**config.mk**
```make
export PLATFORM = sky130hd
export DESIGN_NAME = period_match_timer8
export DESIGN_NICKNAME = d
export VERILOG_FILES = /design/src/hdl/period_timer_pkg.sv /design/src/hdl/match_postscaler.sv /design/src/hdl/period_match_timer8.sv
export SDC_FILE = /design/constraint.sdc
export NUM_CORES = 1
export LEC_CHECK = 0
export ABC_AREA = 1
export BUFFER_PORTS_ARGS = -buffer_cell sky130_fd_sc_hd__buf_2
export CAP_MARGIN = 20
export CORE_MARGIN = 2
export CORE_UTILIZATION = 51
export CTS_CLUSTER_DIAMETER = 50
export DETAILED_ROUTE_END_ITERATION = 8
export GPL_ROUTABILITY_DRIVEN = 1
export GPL_TIMING_DRIVEN = 0
export PLACE_DENSITY = 0.8
export SKIP_CTS_REPAIR_TIMING = 1
export SKIP_LAST_GASP = 1
export SLEW_MARGIN = 20
export SYNTH_ARGS = -nofsm -noshare
export SYNTH_HDL_FRONTEND = slang
export SYNTH_SLANG_ARGS = --single-unit
```
**constraint.sdc**
```tcl
create_clock -name clk -period 2.2 [get_ports clk]
set_clock_uncertainty 0.1 [all_clocks]
set_input_delay 0.44 -clock clk [delete_from_list [all_inputs] [get_ports clk]]
set_output_delay 0.44 -clock clk [all_outputs]
set_load 0.02 [all_outputs]
```
**src/hdl/period_timer_pkg.sv**
```systemverilog
package period_timer_pkg;

  // ---------------------------------------------------------------
  // Register map, byte addresses on the AXI4-Lite slave
  // ---------------------------------------------------------------
  localparam logic [3:0] ADDR_COUNT   = 4'h0;
  localparam logic [3:0] ADDR_LIMIT   = 4'h4;
  localparam logic [3:0] ADDR_CONTROL = 4'h8;
  localparam logic [3:0] ADDR_FLAGS   = 4'hc;
  localparam logic [3:0] ADDR_ENABLES = 4'h0;
  localparam logic [3:0] ADDR_PRIO    = 4'h4;
  localparam logic [1:0] PAGE_TIMER   = 2'h0;
  localparam logic [1:0] PAGE_IRQ     = 2'h1;

  // ---------------------------------------------------------------
  // Field positions and reset values
  // ---------------------------------------------------------------
  localparam int         CTL_IN_DIV_LSB    = 0;
  localparam int         CTL_RUN_BIT       = 2;
  localparam int         CTL_MATCH_DIV_LSB = 3;
  localparam int         IRQ_MATCH_BIT     = 1;
  localparam logic [7:0] CTL_WRITE_MASK    = 8'h7f;
  localparam logic [7:0] RESET_COUNT       = 8'h00;
  localparam logic [7:0] RESET_LIMIT       = 8'hff;
  localparam logic [7:0] RESET_CONTROL     = 8'h00;
  localparam logic [7:0] RESET_IRQ         = 8'h00;

  // ---------------------------------------------------------------
  // Prescaler terminal counts
  // ---------------------------------------------------------------
  localparam logic [3:0] PRE_TERM_1  = 4'h0;
  localparam logic [3:0] PRE_TERM_4  = 4'h3;
  localparam logic [3:0] PRE_TERM_16 = 4'hf;

  localparam logic [1:0] AXI_OKAY   = 2'h0;
  localparam logic [1:0] AXI_SLVERR = 2'h2;

  typedef enum logic [1:0] {
    BUS_IDLE = 2'b01,
    BUS_RESP = 2'b10
  } bus_state_t;

endpackage

```
**src/hdl/match_postscaler.sv**
```systemverilog
`timescale 1ns/100ps
// Counts period matches and pulses done when the selected count completes.
module match_postscaler
  import period_timer_pkg::*;
(
  input  wire logic       clk,
  input  wire logic       rst_n,
  input  wire logic       clear,
  input  wire logic       match,
  input  wire logic [3:0] select,
  output logic            done
);
  logic [3:0] count;

  always_ff @(posedge clk) begin
    if (!rst_n || clear) begin
      count <= 4'h0;
    end else if (match) begin
      if (count >= select) begin
        count <= 4'h0;
      end else begin
        count <= count + 4'h1;
      end
    end
  end

  // Done is combinational so the flag sets in the same cycle as the match.
  assign done = match && !clear && (count >= select);

endmodule

```
**src/hdl/period_match_timer8.sv**
```systemverilog
`timescale 1ns/100ps
// Overview of operation
// - Instruction clock through 1, 4, 16 prescaler
// - Prescale field 00 /1, 01 /4, 1x /16
// - Count up, clear after matching limit
// - Limit register read/write, resets to FFh
// - Postscaler 1 to 16 sets match flag
// - Postscale field n divides by n+1
// - Control bit 2 runs or stops timer
// - Count/control write or reset clears scalers
// - Control write keeps count value
// - Count register read/write, reset to zero
// - Pre-postscaler match output to serial port
// - Count and match usable as PWM base
// - Flag, enable, priority at bit 1
// - Control bit 7 reads zero, resets zero
module period_match_timer8
  import period_timer_pkg::*;
(
  input  wire logic        clk,
  input  wire logic        rst_n,
  input  wire logic        instr_tick,
  input  wire logic [4:0]  s_axi_awaddr,
  input  wire logic        s_axi_awvalid,
  output logic             s_axi_awready,
  input  wire logic [31:0] s_axi_wdata,
  input  wire logic [3:0]  s_axi_wstrb,
  input  wire logic        s_axi_wvalid,
  output logic             s_axi_wready,
  output logic [1:0]       s_axi_bresp,
  output logic             s_axi_bvalid,
  input  wire logic        s_axi_bready,
  input  wire logic [4:0]  s_axi_araddr,
  input  wire logic        s_axi_arvalid,
  output logic             s_axi_arready,
  output logic [31:0]      s_axi_rdata,
  output logic [1:0]       s_axi_rresp,
  output logic             s_axi_rvalid,
  input  wire logic        s_axi_rready,
  output logic             period_match,
  output logic [7:0]       pwm_count,
  output logic             irq,
  output logic             irq_high_priority
);

  // ---------------------------------------------------------------
  // Register state
  // ---------------------------------------------------------------
  logic [7:0] period_timer_count;
  logic [7:0] period_timer_limit;
  logic [7:0] period_timer_control;
  logic [7:0] peripheral_irq_flags_1;
  logic [7:0] peripheral_irq_enables_1;
  logic [7:0] peripheral_irq_priority_1;
  logic [3:0] pre_count;
  logic [3:0] pre_term;
  logic       inc;
  logic       match_now;
  logic       post_done;
  logic       scaler_clear;

  // ---------------------------------------------------------------
  // AXI4-Lite slave
  // ---------------------------------------------------------------
  bus_state_t wr_state;
  bus_state_t rd_state;
  logic [4:0] aw_addr;
  logic       aw_held;
  logic [31:0] w_data;
  logic [3:0]  w_strb;
  logic        w_held;
  logic        wr_fire;
  logic        wr_ok;
  logic        rd_fire;

  function automatic logic addr_hit(input logic [4:0] a, input logic [1:0] page,
                                    input logic [3:0] off);
    addr_hit = (a[4] == page[0]) && (a[3:0] == off);
  endfunction

  assign s_axi_awready = (wr_state == BUS_IDLE) && !aw_held;
  assign s_axi_wready  = (wr_state == BUS_IDLE) && !w_held;
  assign s_axi_arready = (rd_state == BUS_IDLE);
  assign wr_fire = (wr_state == BUS_IDLE) && aw_held && w_held;
  assign rd_fire = s_axi_arvalid && s_axi_arready;
  assign wr_ok   = wr_fire && w_strb[0];

  logic wr_count;
  logic wr_limit;
  logic wr_control;
  logic wr_flags;
  logic wr_enables;
  logic wr_prio;
  assign wr_count   = wr_ok && addr_hit(aw_addr, PAGE_TIMER, ADDR_COUNT);
  assign wr_limit   = wr_ok && addr_hit(aw_addr, PAGE_TIMER, ADDR_LIMIT);
  assign wr_control = wr_ok && addr_hit(aw_addr, PAGE_TIMER, ADDR_CONTROL);
  assign wr_flags   = wr_ok && addr_hit(aw_addr, PAGE_TIMER, ADDR_FLAGS);
  assign wr_enables = wr_ok && addr_hit(aw_addr, PAGE_IRQ, ADDR_ENABLES);
  assign wr_prio    = wr_ok && addr_hit(aw_addr, PAGE_IRQ, ADDR_PRIO);

  logic wr_mapped;
  assign wr_mapped = addr_hit(aw_addr, PAGE_TIMER, ADDR_COUNT)
                  || addr_hit(aw_addr, PAGE_TIMER, ADDR_LIMIT)
                  || addr_hit(aw_addr, PAGE_TIMER, ADDR_CONTROL)
                  || addr_hit(aw_addr, PAGE_TIMER, ADDR_FLAGS)
                  || addr_hit(aw_addr, PAGE_IRQ, ADDR_ENABLES)
                  || addr_hit(aw_addr, PAGE_IRQ, ADDR_PRIO);

  // Address and data are captured independently, so either may come first.
  always_ff @(posedge clk) begin
    if (!rst_n) begin
      aw_held <= 1'b0;
      aw_addr <= 5'h00;
    end else if (s_axi_awvalid && s_axi_awready) begin
      aw_held <= 1'b1;
      aw_addr <= s_axi_awaddr;
    end else if (wr_fire) begin
      aw_held <= 1'b0;
    end
  end

  always_ff @(posedge clk) begin
    if (!rst_n) begin
      w_held <= 1'b0;
      w_data <= 32'h0000_0000;
      w_strb <= 4'h0;
    end else if (s_axi_wvalid && s_axi_wready) begin
      w_held <= 1'b1;
      w_data <= s_axi_wdata;
      w_strb <= s_axi_wstrb;
    end else if (wr_fire) begin
      w_held <= 1'b0;
    end
  end

  always_ff @(posedge clk) begin
    if (!rst_n) begin
      wr_state    <= BUS_IDLE;
      s_axi_bvalid <= 1'b0;
      s_axi_bresp  <= AXI_OKAY;
    end else begin
      case (wr_state)
        BUS_IDLE: begin
          if (wr_fire) begin
            wr_state     <= BUS_RESP;
            s_axi_bvalid <= 1'b1;
            s_axi_bresp  <= wr_mapped ? AXI_OKAY : AXI_SLVERR;
          end
        end
        BUS_RESP: begin
          if (s_axi_bready) begin
            wr_state     <= BUS_IDLE;
            s_axi_bvalid <= 1'b0;
          end
        end
        default: begin
          wr_state     <= BUS_IDLE;
          s_axi_bvalid <= 1'b0;
        end
      endcase
    end
  end

  always_ff @(posedge clk) begin
    if (!rst_n) begin
      rd_state     <= BUS_IDLE;
      s_axi_rvalid <= 1'b0;
      s_axi_rdata  <= 32'h0000_0000;
      s_axi_rresp  <= AXI_OKAY;
    end else begin
      case (rd_state)
        BUS_IDLE: begin
          if (rd_fire) begin
            rd_state     <= BUS_RESP;
            s_axi_rvalid <= 1'b1;
            s_axi_rresp  <= AXI_OKAY;
            if (addr_hit(s_axi_araddr, PAGE_TIMER, ADDR_COUNT)) begin
              s_axi_rdata <= {24'h000000, period_timer_count};
            end else if (addr_hit(s_axi_araddr, PAGE_TIMER, ADDR_LIMIT)) begin
              s_axi_rdata <= {24'h000000, period_timer_limit};
            end else if (addr_hit(s_axi_araddr, PAGE_TIMER, ADDR_CONTROL)) begin
              s_axi_rdata <= {24'h000000, period_timer_control & CTL_WRITE_MASK};
            end else if (addr_hit(s_axi_araddr, PAGE_TIMER, ADDR_FLAGS)) begin
              s_axi_rdata <= {24'h000000, peripheral_irq_flags_1};
            end else if (addr_hit(s_axi_araddr, PAGE_IRQ, ADDR_ENABLES)) begin
              s_axi_rdata <= {24'h000000, peripheral_irq_enables_1};
            end else if (addr_hit(s_axi_araddr, PAGE_IRQ, ADDR_PRIO)) begin
              s_axi_rdata <= {24'h000000, peripheral_irq_priority_1};
            end else begin
              s_axi_rdata <= 32'h0000_0000;
              s_axi_rresp <= AXI_SLVERR;
            end
          end
        end
        BUS_RESP: begin
          if (s_axi_rready) begin
            rd_state     <= BUS_IDLE;
            s_axi_rvalid <= 1'b0;
          end
        end
        default: begin
          rd_state     <= BUS_IDLE;
          s_axi_rvalid <= 1'b0;
        end
      endcase
    end
  end

  // ---------------------------------------------------------------
  // Control and limit registers
  // ---------------------------------------------------------------
  always_ff @(posedge clk) begin
    if (!rst_n) begin
      period_timer_control <= RESET_CONTROL;
    end else if (wr_control) begin
      period_timer_control <= w_data[7:0] & CTL_WRITE_MASK;
    end
  end

  always_ff @(posedge clk) begin
    if (!rst_n) begin
      period_timer_limit <= RESET_LIMIT;
    end else if (wr_limit) begin
      period_timer_limit <= w_data[7:0];
    end
  end

  // ---------------------------------------------------------------
  // Prescaler and count
  // ---------------------------------------------------------------
  logic [1:0] in_div;
  logic       running;
  assign in_div  = period_timer_control[CTL_IN_DIV_LSB +: 2];
  assign running = period_timer_control[CTL_RUN_BIT];

  always_comb begin
    case (in_div)
      2'b00:   pre_term = PRE_TERM_1;
      2'b01:   pre_term = PRE_TERM_4;
      default: pre_term = PRE_TERM_16;
    endcase
  end

  assign scaler_clear = wr_count || wr_control;

  // A stopped timer ignores ticks entirely, so all scaler state freezes.
  always_ff @(posedge clk) begin
    if (!rst_n || scaler_clear) begin
      pre_count <= 4'h0;
    end else if (running && instr_tick) begin
      pre_count <= (pre_count >= pre_term) ? 4'h0 : pre_count + 4'h1;
    end
  end

  assign inc       = running && instr_tick && !scaler_clear && (pre_count >= pre_term);
  assign match_now = inc && (period_timer_count == period_timer_limit);

  // A count write wins over an increment in the same cycle. Control writes are
  // deliberately absent here, so they leave the count as it stands.
  always_ff @(posedge clk) begin
    if (!rst_n) begin
      period_timer_count <= RESET_COUNT;
    end else if (wr_count) begin
      period_timer_count <= w_data[7:0];
    end else if (match_now) begin
      period_timer_count <= 8'h00;
    end else if (inc) begin
      period_timer_count <= period_timer_count + 8'h01;
    end
  end

  always_ff @(posedge clk) begin
    if (!rst_n) begin
      period_match <= 1'b0;
    end else begin
      period_match <= match_now;
    end
  end

  assign pwm_count = period_timer_count;

  match_postscaler match_postscaler_inst (
    .clk    (clk),
    .rst_n  (rst_n),
    .clear  (scaler_clear),
    .match  (match_now),
    .select (period_timer_control[CTL_MATCH_DIV_LSB +: 4]),
    .done   (post_done)
  );

  // ---------------------------------------------------------------
  // Interrupt registers
  // ---------------------------------------------------------------
  // Only the timer's own bit is implemented; the others read zero, which also
  // keeps the parallel slave bits clear.
  always_ff @(posedge clk) begin
    if (!rst_n) begin
      peripheral_irq_flags_1 <= RESET_IRQ;
    end else if (post_done) begin
      peripheral_irq_flags_1[IRQ_MATCH_BIT] <= 1'b1;
    end else if (wr_flags && w_data[IRQ_MATCH_BIT]) begin
      peripheral_irq_flags_1[IRQ_MATCH_BIT] <= 1'b0;
    end
  end

  always_ff @(posedge clk) begin
    if (!rst_n) begin
      peripheral_irq_enables_1  <= RESET_IRQ;
      peripheral_irq_priority_1 <= RESET_IRQ;
    end else begin
      if (wr_enables) begin
        peripheral_irq_enables_1[IRQ_MATCH_BIT] <= w_data[IRQ_MATCH_BIT];
      end
      if (wr_prio) begin
        peripheral_irq_priority_1[IRQ_MATCH_BIT] <= w_data[IRQ_MATCH_BIT];
      end
    end
  end

  logic pending;
  assign pending           = |(peripheral_irq_flags_1 & peripheral_irq_enables_1);
  assign irq               = pending;
  assign irq_high_priority = |(peripheral_irq_flags_1 & peripheral_irq_enables_1
                               & peripheral_irq_priority_1);

  // ---------------------------------------------------------------
  // Checks
  // ---------------------------------------------------------------
  a_match_clears: assert property (@(posedge clk) disable iff (!rst_n)
    match_now && !wr_count |=> period_timer_count == 8'h00)
    else $error("count did not clear after match");
  a_count_steps: assert property (@(posedge clk) disable iff (!rst_n)
    inc && !match_now && !wr_count |=> period_timer_count == $past(period_timer_count) + 8'h01)
    else $error("count did not step by one");
  a_stop_holds: assert property (@(posedge clk) disable iff (!rst_n)
    !running && !wr_count |=> $stable(period_timer_count))
    else $error("stopped timer changed count");
  a_ctl_keeps: assert property (@(posedge clk) disable iff (!rst_n)
    wr_control && !inc |=> $stable(period_timer_count))
    else $error("control write changed count");
  a_pre_clear: assert property (@(posedge clk) disable iff (!rst_n)
    scaler_clear |=> pre_count == 4'h0)
    else $error("prescaler not cleared");
  a_div1_each: assert property (@(posedge clk) disable iff (!rst_n)
    running && instr_tick && in_div == 2'b00 && !scaler_clear |-> inc)
    else $error("divide by one missed a tick");
  a_flag_sets: assert property (@(posedge clk) disable iff (!rst_n)
    post_done |=> peripheral_irq_flags_1[IRQ_MATCH_BIT])
    else $error("flag not set on postscaler done");
  a_bit7_zero: assert property (@(posedge clk) disable iff (!rst_n)
    period_timer_control[7] == 1'b0)
    else $error("control bit 7 set");
  a_irq_level: assert property (@(posedge clk) disable iff (!rst_n)
    irq == (peripheral_irq_flags_1[IRQ_MATCH_BIT] && peripheral_irq_enables_1[IRQ_MATCH_BIT]))
    else $error("irq does not follow flag and enable");
  a_match_out: assert property (@(posedge clk) disable iff (!rst_n)
    match_now |=> period_match)
    else $error("match output missing");

endmodule

```
# Yosys cells after proc, flatten, opt, wreduce, memory -nomap -nowiden
# Index checks and enable logic that the tools add are counted.
# word_totals
reg_bits	93
output_inout_bits	52
wordCells	139
# op_classes
add_sub_neg	3
order_cmp	2
eq_ne	16
n_mux	36
n_bitwise	4
reduce_logical	57
# op_table
operator	count
$mux W8	5
$logic_and A1 B1 Y1	33
$mux W2	14
$eq A4 B4 Y1 const B	4
$reduce_or A8 Y1	2
$mux W1	9
$add A4 B1 Y4 const B	2
$add A8 B1 Y8 const B	1
$eq A4 B3 Y1 const B	2
$eq A8 B8 Y1	1
$ge A4 B4 Y1	2
$logic_not A4 Y1	2
$mux W4	2
$pmux W2 S2	2
$pmux W4 S2	1
$reduce_and A2 Y1	4
$logic_or A1 B1 Y1	7
$mux W7	1
$eq A2 B1 Y1 const B	3
$ne A2 B2 Y1 const B	3
$reduce_bool A2 Y1	3
$and A2 B2 Y2	2
$eq A2 B2 Y1 const B	2
$logic_not A1 Y1	4
other kinds (5)	7

# Depth between registers and ports, before layout
# Gate-level depths: netlist of run 1.
# logic_depth
depth_word	13
ltp_mapped	16
depth_no_buf	16

# Hierarchy
# From an unflattened synthesis of run 1, not the netlist that was laid out.
# hier_totals
hier_cells	468
area_unflattened_um2	3468.3
# by_module_without_submodules
mod	instances	cells_each	area_per_inst_um2
period_match_timer8	1	428	3175.5
match_postscaler	1	40	292.8

# Worst setup path before layout of run 1
# OpenSTA, ideal clock, no wires.
# synth_timing
kind	flip-flop to flip-flop
start	register s_axi_bvalid (netlist name)
end	register w_data[7]
setup_time_ns	0.115
arrival_time_ns	1.518
t_required_ns	1.985
setup_slack_ns	0.467
stages_incl_launch_ff	8
path_cell_list	dfxtp_1 > nor2_2 > inv_1 > nor2_1 > nand2_2 > buf_2 > o21ai_1 > nor2_1
# synth_rtl
item	line	text
to (signal assigned)	period_match_timer8.sv:129	w_data <= s_axi_wdata;
to (decl)	period_match_timer8.sv:69	logic [31:0] w_data;

# Worst setup path after layout of run 1
# layout_timing
start	register period_timer_control[1]
end	register match_postscaler_inst.count[0]
# layout_via
elab_chain_len	5
# layout_rtl
item	line	text
from (decl)	period_match_timer8.sv:51	logic [7:0] period_timer_control;
from (signal assigned)	period_match_timer8.sv:216	period_timer_control <= w_data[7:0] & CTL_WRITE_MASK;
$eq A2 B1 Y1 or $logic_not A2 Y1 (tied branches)	period_match_timer8.sv:237	case (in_div)
$pmux W4 S2 (*)	period_match_timer8.sv:237	
$ge A4 B4 Y1 (*)	period_match_timer8.sv:255	assign inc = running && instr_tick && !scaler_clear && (pre_count >= pre_term);
$logic_and A1 B1 Y1 (*)	period_match_timer8.sv:255	
$logic_and A1 B1 Y1 (*)	period_match_timer8.sv:256	assign match_now = inc && (period_timer_count == period_timer_limit);
to (signal assigned)	match_postscaler.sv:22	count <= count + 4'h1;
to (decl)	match_postscaler.sv:13	logic [3:0] count;
# Mark *: on every way between the ends. The rest lies on a longest branch, timed or not.
# A chain may end at the register's enable or synchronous reset.

==> reports/metrics.csv, run 1 <==
metric,value,unit
status,"complete, no violations",
cts_buffer_depth,2,
timing.critical_path.mode_cell,inv_1,
grt_pass1_wl,13.4,mm
vias,3312,
syn-cell-area,3430,um^2
r2r_setup_slack,0.24,ns
syn_to_final_growth,19.1,%
grt_overflow_total,0,
pwr-share-comb,12.3,%
setup_violations,0,
cts_root_buf,clkbuf_8,
hold_path_depth,3,
worst-setup-path-type,flop to flop,
place.gp.congestion,0.908,
synthTopCellsByArea,"dfxtp_1 (38%), nand2_1 (11%), inv_1 (6.8%)",
drc,0,
r2r_cells,13,
avgSynthCellArea,7.11,um^2
drt_first_pass_iters,5,
cp_num_buf_inv,4,
r2r-end,match_postscaler_inst.count[0]$_SDFFE_PP0N_,
tightestPinTransition,0.516,ns
cts_made_buffers,9,
drive_gt1_share,21.4,%
rows,29,
layout_min_cycle_time,1.96,ns
io_pins,106,
min_from,s_axi_bready,
worstHoldPathType,input port to flop,
ys_warn_count,0,
cp_slowest_stage_delay,0.38,ns
startpoint,period_timer_control[1]$_SDFFE_PN0P_,
hold_viol_final,0,
antenna_found_initial,0,
path_max_fanout,6,
crit_family,simple AND/OR/NAND/NOR gates,
cp-start-kind,flop,
portBuffers,52,
core_area,6420,um^2
fin_hold_ws,0.232,ns
yosysSeqAreaShare,38.0,%
cp-end-kind,flop,
layout_commonest_cell,nand2_1,
fp.dieH,86.0,um
swShare,28.7,%
holdPathEnd,wr_state[0]$_SDFFE_PN1P_,
grtUsageTotal,23.0,%
reg2reg_from,period_timer_control[1]$_SDFFE_PN0P_,
hpwl,6.19,mm
fmax,0.511,GHz
synth_top_area_share,38.0,%
slew_headroom,65.6,%
maxSlewViolCount,0,
grt_max_degree,14,
finalSetupTns,0,ns
synth.distinct_cells,35,
syn_inst,482,
detail-route-antenna-nets,0,
cts_tree,done,
layout_common_cells,"nand2_1 (102), dfxtp_1 (65), inv_1 (62)",
start_util,53.4,%
die_area,7390,um^2
p_leak,2.10,nW
p_sw,0.753,mW
synth_largest_area_cell,dfxtp_1,
grt_pass1_vias,2979,
crit_arrival,2.09,ns
yosys_register_bits,65,
p_per_area,642,nW/um^2
cpMaxStageDelayCell,dfxtp_1,
clk_latency,0.35,ns
cts.reportedPaths.clkPinSlew,0.08,ns
via_per_inst,5.08,
ctsHtreeMaxLevel,3,
nets,635,
p_seq_share,48.2,%
irDropWorstVdd,472,uV
worstPathCellList,inv_1 > ha_1 > nand2_1 > inv_1 > nand3_1 > nand3_1 > nand2_1 > inv_1 > nand3_4 > inv_4 > nand2_2 > nand2_2 > a21oi_1,
drt-initial-drc-count,198,
rsz0062_at_grt,no,
internal-power,1.87,mW
cts_sinks,65,
drt-total-wl,8.08,mm
fin_crit_sh,89.0,%
wire_per_inst,12.4,um
p_clk_share,39.5,%
crit_required,2.34,ns
die_x,86.0,um
antenna_cells,0,
maxCapViolCount,0,
layer usage:
metal | track usage, % | wire length [um]
met5 | 0 | 0
met4 | 12.0 | 238
met3 | 4.43 | 613
met2 | 37.3 | 3630
met1 | 29.1 | 3600
cells by family (layout without fill, tap and decap cells):
logic type / Yosys count / count (layout) / share of synthesized area (%)
other: 1 / 26 / 0.109
AND/OR/NAND/NOR: 188 / 188 / 24.8
buffers and inverters: 107 / 175 / 14.9
adder cells (fa/ha/maj): 11 / 11 / 4.02
AO/OA/AOI/OAI: 103 / 103 / 16.4
flip-flops: 65 / 65 / 38.0
XOR/XNOR: 7 / 7 / 1.79
metrics by stage:
| step | power, mW | instance area (um^2) | std cells | util, % | setup slack [ns] |
|---|---|---|---|---|---|
| 3_5_place_dp | 1.61 | 3880 | 636 | 60.4 | 0.188 |
| 4_1_cts | 2.62 | 4080 | 652 | 63.5 | 0.168 |
| 6_report | 2.62 | 4080 | 652 | 63.5 | 0.242 |
| 5_1_grt | 2.73 | 4080 | 652 | 63.5 | 0.0462 |
| 3_3_place_gp | 1.60 | 3880 | 636 | 60.4 | 0.185 |
| 2_1_floorplan | 1.51 | 3520 | 507 | - | 0.467 |
how the worst max path moves through the flow:
stage / endpoint / depth (start not counted)
after global routing: pwm_count[0]$_SDFFE_PN0P_ / 14
after CTS: pwm_count[4]$_SDFFE_PN0P_ / 12
final: match_postscaler_inst.count[0]$_SDFFE_PP0N_ / 13
after floorplan: w_data[7]$_SDFFE_PN0P_ / 7
after detailed placement: pwm_count[4]$_SDFFE_PN0P_ / 12
after global placement: pwm_count[4]$_SDFFE_PN0P_ / 12
cell type report:
cell class / instances / area, um^2
plain buffers: 38 / 250
clock buffers: 9 / 124
clock inverters: 7 / 76.3
fillers: 589 / 2340
inverters: 69 / 262
multi-input cells: 335 / 1710
flip-flops and latches: 65 / 1300
well taps: 77 / 96.3
repair buffers: 52 / 260
synthesized netlist by cell type (all sizes together):
master and n:
ha 11, dfxtp 65, a31oi 9, nor2 39, a31o 1, xor2 6, a21oi 41, o21a 1
nor3 4, clkbuf 6, o22ai 1, nand3 26, conb 1, nand2 109, nand4 8, a21boi 1
a221oi 1, xnor2 1, inv 68, buf 32, o211ai 9, clkinv 1, o21ai 39, nand3b 2
worst min-delay path, delay by kind of cell:
kind / cells / cell delay (ns)
AND/OR/NAND/NOR: 1 / 0.07
buffers and inverters: 1 / 0.07
AO/OA/AOI/OAI: 1 / 0.07
power groups by stage:
stage | registers [mW] | clock network, mW | logic (mW)
after global routing | 1.27 | 1.10 | 0.358
after detailed placement | 1.29 | 0 | 0.318
after CTS | 1.26 | 1.04 | 0.320
final | 1.26 | 1.04 | 0.322
after floorplan | 1.30 | 0 | 0.215
after global placement | 1.29 | 0 | 0.311
sequential cells by signal (all words and copies together), names as in the netlist, 4 cells and up:
name / flops
period_timer_limit: 8
w_data: 8
pre_count: 4
period_timer_control: 7
aw_addr: 5
match_postscaler_inst.count: 4
pwm_count: 8
s_axi_rdata: 8
(Power assumes the default switching activity.)
==> inputs of run 2 (changes only) <==
--- a/config.mk
+++ b/config.mk
@@ -8,13 +8,14 @@
 export ABC_AREA = 1
 export BUFFER_PORTS_ARGS = -buffer_cell sky130_fd_sc_hd__buf_2
 export CAP_MARGIN = 20
-export CORE_MARGIN = 2
+export CORE_MARGIN = 3
 export CORE_UTILIZATION = 51
 export CTS_CLUSTER_DIAMETER = 50
 export DETAILED_ROUTE_END_ITERATION = 8
 export GPL_ROUTABILITY_DRIVEN = 1
 export GPL_TIMING_DRIVEN = 0
 export PLACE_DENSITY = 0.8
+export REMOVE_ABC_BUFFERS = 1
 export SKIP_CTS_REPAIR_TIMING = 1
 export SKIP_LAST_GASP = 1
 export SLEW_MARGIN = 20
==> reports/metrics.csv, run 2 (same netlist as run 1, synthesis figures left out) <==
metric,value,unit,change
status,"complete, no violations",,
fin_crit_sh,90.7,%,+1.7 points
fp.dieH,88.0,um,+2.3%
fmax,0.501,GHz,-1.9%
worst-setup-path-type,flop to flop,,
num-fill-cells,604,,+2.5%
syn_to_final_growth,10.7,%,
hpwl,5.73,mm,-7.4%
cts_sinks,65,,unchanged
layout_common_cells,"nand2_1 (102), dfxtp_1 (65), inv_1 (62)",,
finalNonFillerCells,612,,-6.1%
worstHoldPathType,input port to flop,,
cp.depth,11,,-2
nets,597,,-6.0%
crit_arrival,2.19,ns,+0.10 ns
drive_gt1_share,16.1,%,-5.3 points
portBuffers,52,,unchanged
cp-end-kind,flop,,
fin_hold_ws,0.238,ns,+0.00638 ns
place.gp.congestion,0.880,,-3.1%
r2r_cells,11,,-2
grt_max_degree,51,,+37
p_leak,1.91,nW,-8.9%
min_from,s_axi_rready,,
hold_viol_final,0,,unchanged
vias,3174,,-4.2%
setup_violations,0,,unchanged
cp_slowest_stage_delay,0.34,ns,-0.04 ns
path_max_fanout,5,,-1
slew_headroom,47.8,%,-18 points
crit_required,2.39,ns,+0.05 ns
grtUsageTotal,22.6,%,-0.40 points
p_per_area,641,nW/um^2,-0.19%
worstPathCellList,nor2_1 > inv_1 > ha_1 > nand3_1 > nand3_1 > nand2_1 > a21oi_2 > nand2_1 > nor2_1 > o21ai_1 > inv_1,,
cp_num_buf_inv,2,,-2
hold_path_depth,3,,unchanged
cts_root_buf,clkbuf_8,,
maxCapViolCount,0,,unchanged
reg2reg_from,period_timer_control[0]$_SDFFE_PN0P_,,
drc,0,,unchanged
finalSetupTns,0,ns,unchanged
cts.reportedPaths.clkPinSlew,0.07,ns,about the same
cts_made_buffers,9,,unchanged
ctsHtreeMaxLevel,3,,unchanged
wire_per_inst,13.2,um,+6.2%
cts_buffer_depth,2,,unchanged
layout_min_cycle_time,2.00,ns,+0.0379 ns
tightestPinTransition,0.783,ns,+0.266 ns
r2r-end,pwm_count[4]$_SDFFE_PN0P_,,
drt-total-wl,8.06,mm,-0.30%
cts_tree,done,,
rsz0062_at_grt,no,,
start_util,53.4,%,unchanged
drt_first_pass_iters,5,,unchanged
cp-start-kind,flop,,
detail-route-antenna-nets,0,,unchanged
placed_cells,598,,-6.0%
maxSlewViolCount,0,,unchanged
die_area,7740,um^2,+4.7%
rows,29,,unchanged
holdPathEnd,rd_state[0]$_SDFFE_PN1P_,,
clk_latency,0.35,ns,about the same
drt-initial-drc-count,243,,+23%
antenna_found_initial,0,,unchanged
die_x,88.0,um,+2.3%
r2r_setup_slack,0.20,ns,-0.04 ns
grt_pass1_wl,13.5,mm,+1.0%
finalPower,2.43,mW,-7.2%
via_per_inst,5.19,,+2.1%
core_area,6420,um^2,unchanged
io_pins,106,,unchanged
grt_overflow_total,0,,unchanged
irDropWorstVdd,472,uV,about the same
cpMaxStageDelayCell,dfxtp_1,,
grt_pass1_vias,2977,,-0.067%
antenna_cells,0,,unchanged
crit_family,simple AND/OR/NAND/NOR gates,,
layout_commonest_cell,nand2_1,,
-- run 2: area by class of cell --
cell class	count	area [um^2]	area share, %
Sequential cell	65	1300	34.3
Clock buffer	14	163	4.29
Inverter	69	262	6.89
Multi-Input combinational cell	335	1710	45.1
Tap cell	77	96.3	2.54
Timing Repair Buffer	52	260	6.86
-- run 2: per-layer routing --
| metal | routed length, um | up-vias | GRT usage [%] |
|---|---|---|---|
| li1 | - | 1609 | - |
| met1 | 3450 | 1414 | 27.8 |
| met2 | 3770 | 142 | 37.8 |
| met3 | 722 | 9 | 7.15 |
| met4 | 106 | 0 | 6.97 |
| met5 | 0 | - | 0 |
-- run 2: power breakdown --
part / total, mW / switching, mW / leakage (nW) / internal (mW)
registers: 1.26 / 0.0348 / 0.530 / 1.22
logic: 0.279 / 0.201 / 1.30 / 0.0778
clock network: 0.892 / 0.432 / 0.0826 / 0.460
-- run 2: tightest hold or removal path: stages --
cell,delay (ns)
buf_2,0.07
o21ai_0,0.07
nand2_1,0.07
-- run 2: worst max path at each step --
| stage | startpoint | endpoint | slack [ns] |
|---|---|---|---|
| floorplan | s_axi_bvalid$_SDFFE_PN0P_ | w_data[0]$_SDFFE_PN0P_ | 0.46 |
| global placement | period_timer_control[1]$_SDFFE_PN0P_ | pwm_count[4]$_SDFFE_PN0P_ | 0.11 |
| detailed placement | period_timer_control[0]$_SDFFE_PN0P_ | pwm_count[4]$_SDFFE_PN0P_ | 0.08 |
| CTS | period_timer_control[1]$_SDFFE_PN0P_ | pwm_count[4]$_SDFFE_PN0P_ | 0.05 |
| global route | period_timer_control[1]$_SDFFE_PN0P_ | match_postscaler_inst.count[0]$_SDFFE_PP0N_ | 0.04 |
| finish | period_timer_control[0]$_SDFFE_PN0P_ | pwm_count[4]$_SDFFE_PN0P_ | 0.20 |
-- run 2: per-stage QoR --
| stage | utilization (%) | area [um^2] | worst slack [ns] |
|---|---|---|---|
| finish | 59.1 | 3790 | 0.204 |
| global placement | 56.5 | 3630 | 0.107 |
| global route | 59.1 | 3790 | 0.0356 |
| detailed placement | 56.5 | 3630 | 0.0756 |
| CTS | 59.0 | 3790 | 0.0489 |
| floorplan | - | 3270 | 0.462 |
==> inputs of run 3 (changes only) <==
--- a/config.mk
+++ b/config.mk
@@ -15,7 +15,6 @@
 export GPL_ROUTABILITY_DRIVEN = 1
 export GPL_TIMING_DRIVEN = 0
 export PLACE_DENSITY = 0.8
-export REMOVE_ABC_BUFFERS = 1
 export SKIP_CTS_REPAIR_TIMING = 1
 export SKIP_LAST_GASP = 1
 export SLEW_MARGIN = 20
==> reports/metrics.csv, run 3 (same netlist as run 1, synthesis figures left out) <==
metric,value,unit,change
status,"complete, no violations",,
grt_overflow_total,0,,unchanged
swShare,27.3,%,-0.20 points
fin_ws,0.231,ns,+0.0274 ns
drive_gt1_share,21.2,%,+5.1 points
r2r_cells,12,,+1
hold_viol_final,0,,unchanged
rsz0062_at_grt,no,,
worstHoldPathType,input port to flop,,
finalInstanceArea,4080,um^2,+7.5%
dp_worst_setup_slack,0.145,ns,+0.0690 ns
drt-initial-drc-count,206,,-15%
syn_to_final_growth,19.0,%,
clk_latency,0.35,ns,about the same
grt_max_degree,12,,-76%
portBuffers,52,,unchanged
drt-total-wl,8.27,mm,+2.7%
die_x,88.0,um,unchanged
cts_buffer_depth,2,,unchanged
wire_per_inst,12.7,um,-3.6%
layout_common_cells,"nand2_1 (102), dfxtp_1 (65), inv_1 (62)",,
hpwl,6.40,mm,+12%
place.gp.congestion,0.940,,+6.9%
tightestPinTransition,0.526,ns,-0.257 ns
nets,635,,+6.4%
finalSetupTns,0,ns,unchanged
cp-end-kind,flop,,
layout_min_cycle_time,1.97,ns,-0.0274 ns
drt_first_pass_iters,5,,unchanged
dpl-instance-area,3880,um^2,+6.9%
layout_commonest_cell,nand2_1,,
cts.reportedPaths.clkPinSlew,0.07,ns,about the same
cpMaxStageDelayCell,dfxtp_1,,
slew_headroom,64.9,%,+17 points
die_area,7740,um^2,unchanged
crit_required,2.37,ns,-0.02 ns
cts_tree,done,,
start_util,53.4,%,unchanged
detail-route-antenna-nets,0,,unchanged
p_sw,0.709,mW,+6.0%
pwr-share-comb,12.5,%,+1.0 points
internal-power,1.89,mW,+7.1%
p_leak,2.10,nW,+9.7%
fp.dieH,88.0,um,unchanged
core_area,6420,um^2,unchanged
grt_pass1_vias,2979,,+0.067%
crit_arrival,2.14,ns,-0.05 ns
rows,29,,unchanged
cp_slowest_stage_delay,0.38,ns,+0.04 ns
maxCapViolCount,0,,unchanged
irDropWorstVdd,435,uV,-7.9%
grt_pass1_wl,13.4,mm,-1.0%
r2r_setup_slack,0.23,ns,+0.03 ns
p_seq_share,48.5,%,-3.3 points
worst-setup-path-type,flop to flop,,
cts_sinks,65,,unchanged
cp-start-kind,flop,,
timing.critical_path.mode_cell,inv_1,,
p_per_area,637,nW/um^2,-0.63%
p_clk_share,39.0,%,+2.3 points
cts_root_buf,clkbuf_8,,
vias,3333,,+5.0%
fin_util,63.5,%,+4.4 points
ctsHtreeMaxLevel,3,,unchanged
worstPathCellList,inv_1 > ha_1 > nand2_1 > inv_1 > nand3_1 > nand3_1 > nand2_1 > inv_1 > nand2_4 > nand2_2 > o21ai_0 > a21oi_1,,
maxSlewViolCount,0,,unchanged
fmax,0.508,GHz,+1.4%
path_max_fanout,7,,+2
antenna_cells,0,,unchanged
hold_path_depth,3,,unchanged
setup_violations,0,,unchanged
grtUsageTotal,22.4,%,-0.21 points
fin_crit_sh,89.5,%,-1.2 points
via_per_inst,5.11,,-1.4%
io_pins,106,,unchanged
cts_made_buffers,9,,unchanged
drc,0,,unchanged
antenna_found_initial,0,,unchanged
-- run 3: cell count changes in the layout (fill, tap and decap cells not counted), sizes merged --
| cell | previous run | this run |
|---|---|---|
| buf | 52 | 84 |
| clkbuf | 14 | 17 |
| clkinv | 1 | 3 |
| clkinvlp | 0 | 2 |
| bufinv | 0 | 1 |
-- run 3: area by class of cell --
cell class,count,area (um^2)
Buffer,38,250
Clock buffer,11,141
Clock inverter,5,55.1
Fill cell,584,2340
Inverter,69,262
Multi-Input combinational cell,335,1710
Sequential cell,65,1300
Tap cell,77,96.3
Timing Repair Buffer,52,260
-- run 3: path summary, 6_finish.rpt --
| check | startpoint | endpoint |
|---|---|---|
| max | period_timer_control[1]$_SDFFE_PN0P_ | pwm_count[2]$_SDFFE_PN0P_ |
| min | s_axi_wdata[7] | w_data[7]$_SDFFE_PN0P_ |
| max reg2reg | period_timer_control[1]$_SDFFE_PN0P_ | pwm_count[2]$_SDFFE_PN0P_ |
| min reg2reg | s_axi_rresp[1]$_SDFFE_PN0P_ | s_axi_rresp[1]$_SDFFE_PN0P_ |
-- run 3: routing by layer --
metal,track usage [%],share of wire (%),up-vias
met3,3.95,7.1,16
met4,11.0,2.4,0
met1,28.2,45,1488
met5,0,0,-
li1,-,-,1690
met2,36.9,46,139
-- run 3: worst max-delay path, delay by kind of cell, from the launching register on --
family,cells,cell delay [ns]
DFF,1,0.38
and+or+nand+nor,6,0.51
AOI/OAI and AO/OA,2,0.26
buffers and inverters,3,0.33
adders and majority gates,1,0.30
-- run 3: power groups by stage --
stage | clock network, mW | registers [mW] | logic (mW)
finish | 1.01 | 1.26 | 0.324
global route | 1.07 | 1.27 | 0.360
CTS | 1.03 | 1.26 | 0.320
detailed placement | 0 | 1.29 | 0.319
global placement | 0 | 1.29 | 0.311
floorplan | 0 | 1.30 | 0.215
-- run 3: through the flow --
| step | power (mW) | hold WS [ns] | cells |
|---|---|---|---|
| 6_report | 2.60 | 0.235 | 652 |
| 5_1_grt | 2.70 | 0.252 | 652 |
| 4_1_cts | 2.61 | 0.224 | 652 |
| 3_5_place_dp | 1.61 | 0.353 | 636 |
| 3_3_place_gp | 1.60 | 0.342 | 636 |
| 2_1_floorplan | 1.51 | 0.337 | 507 |
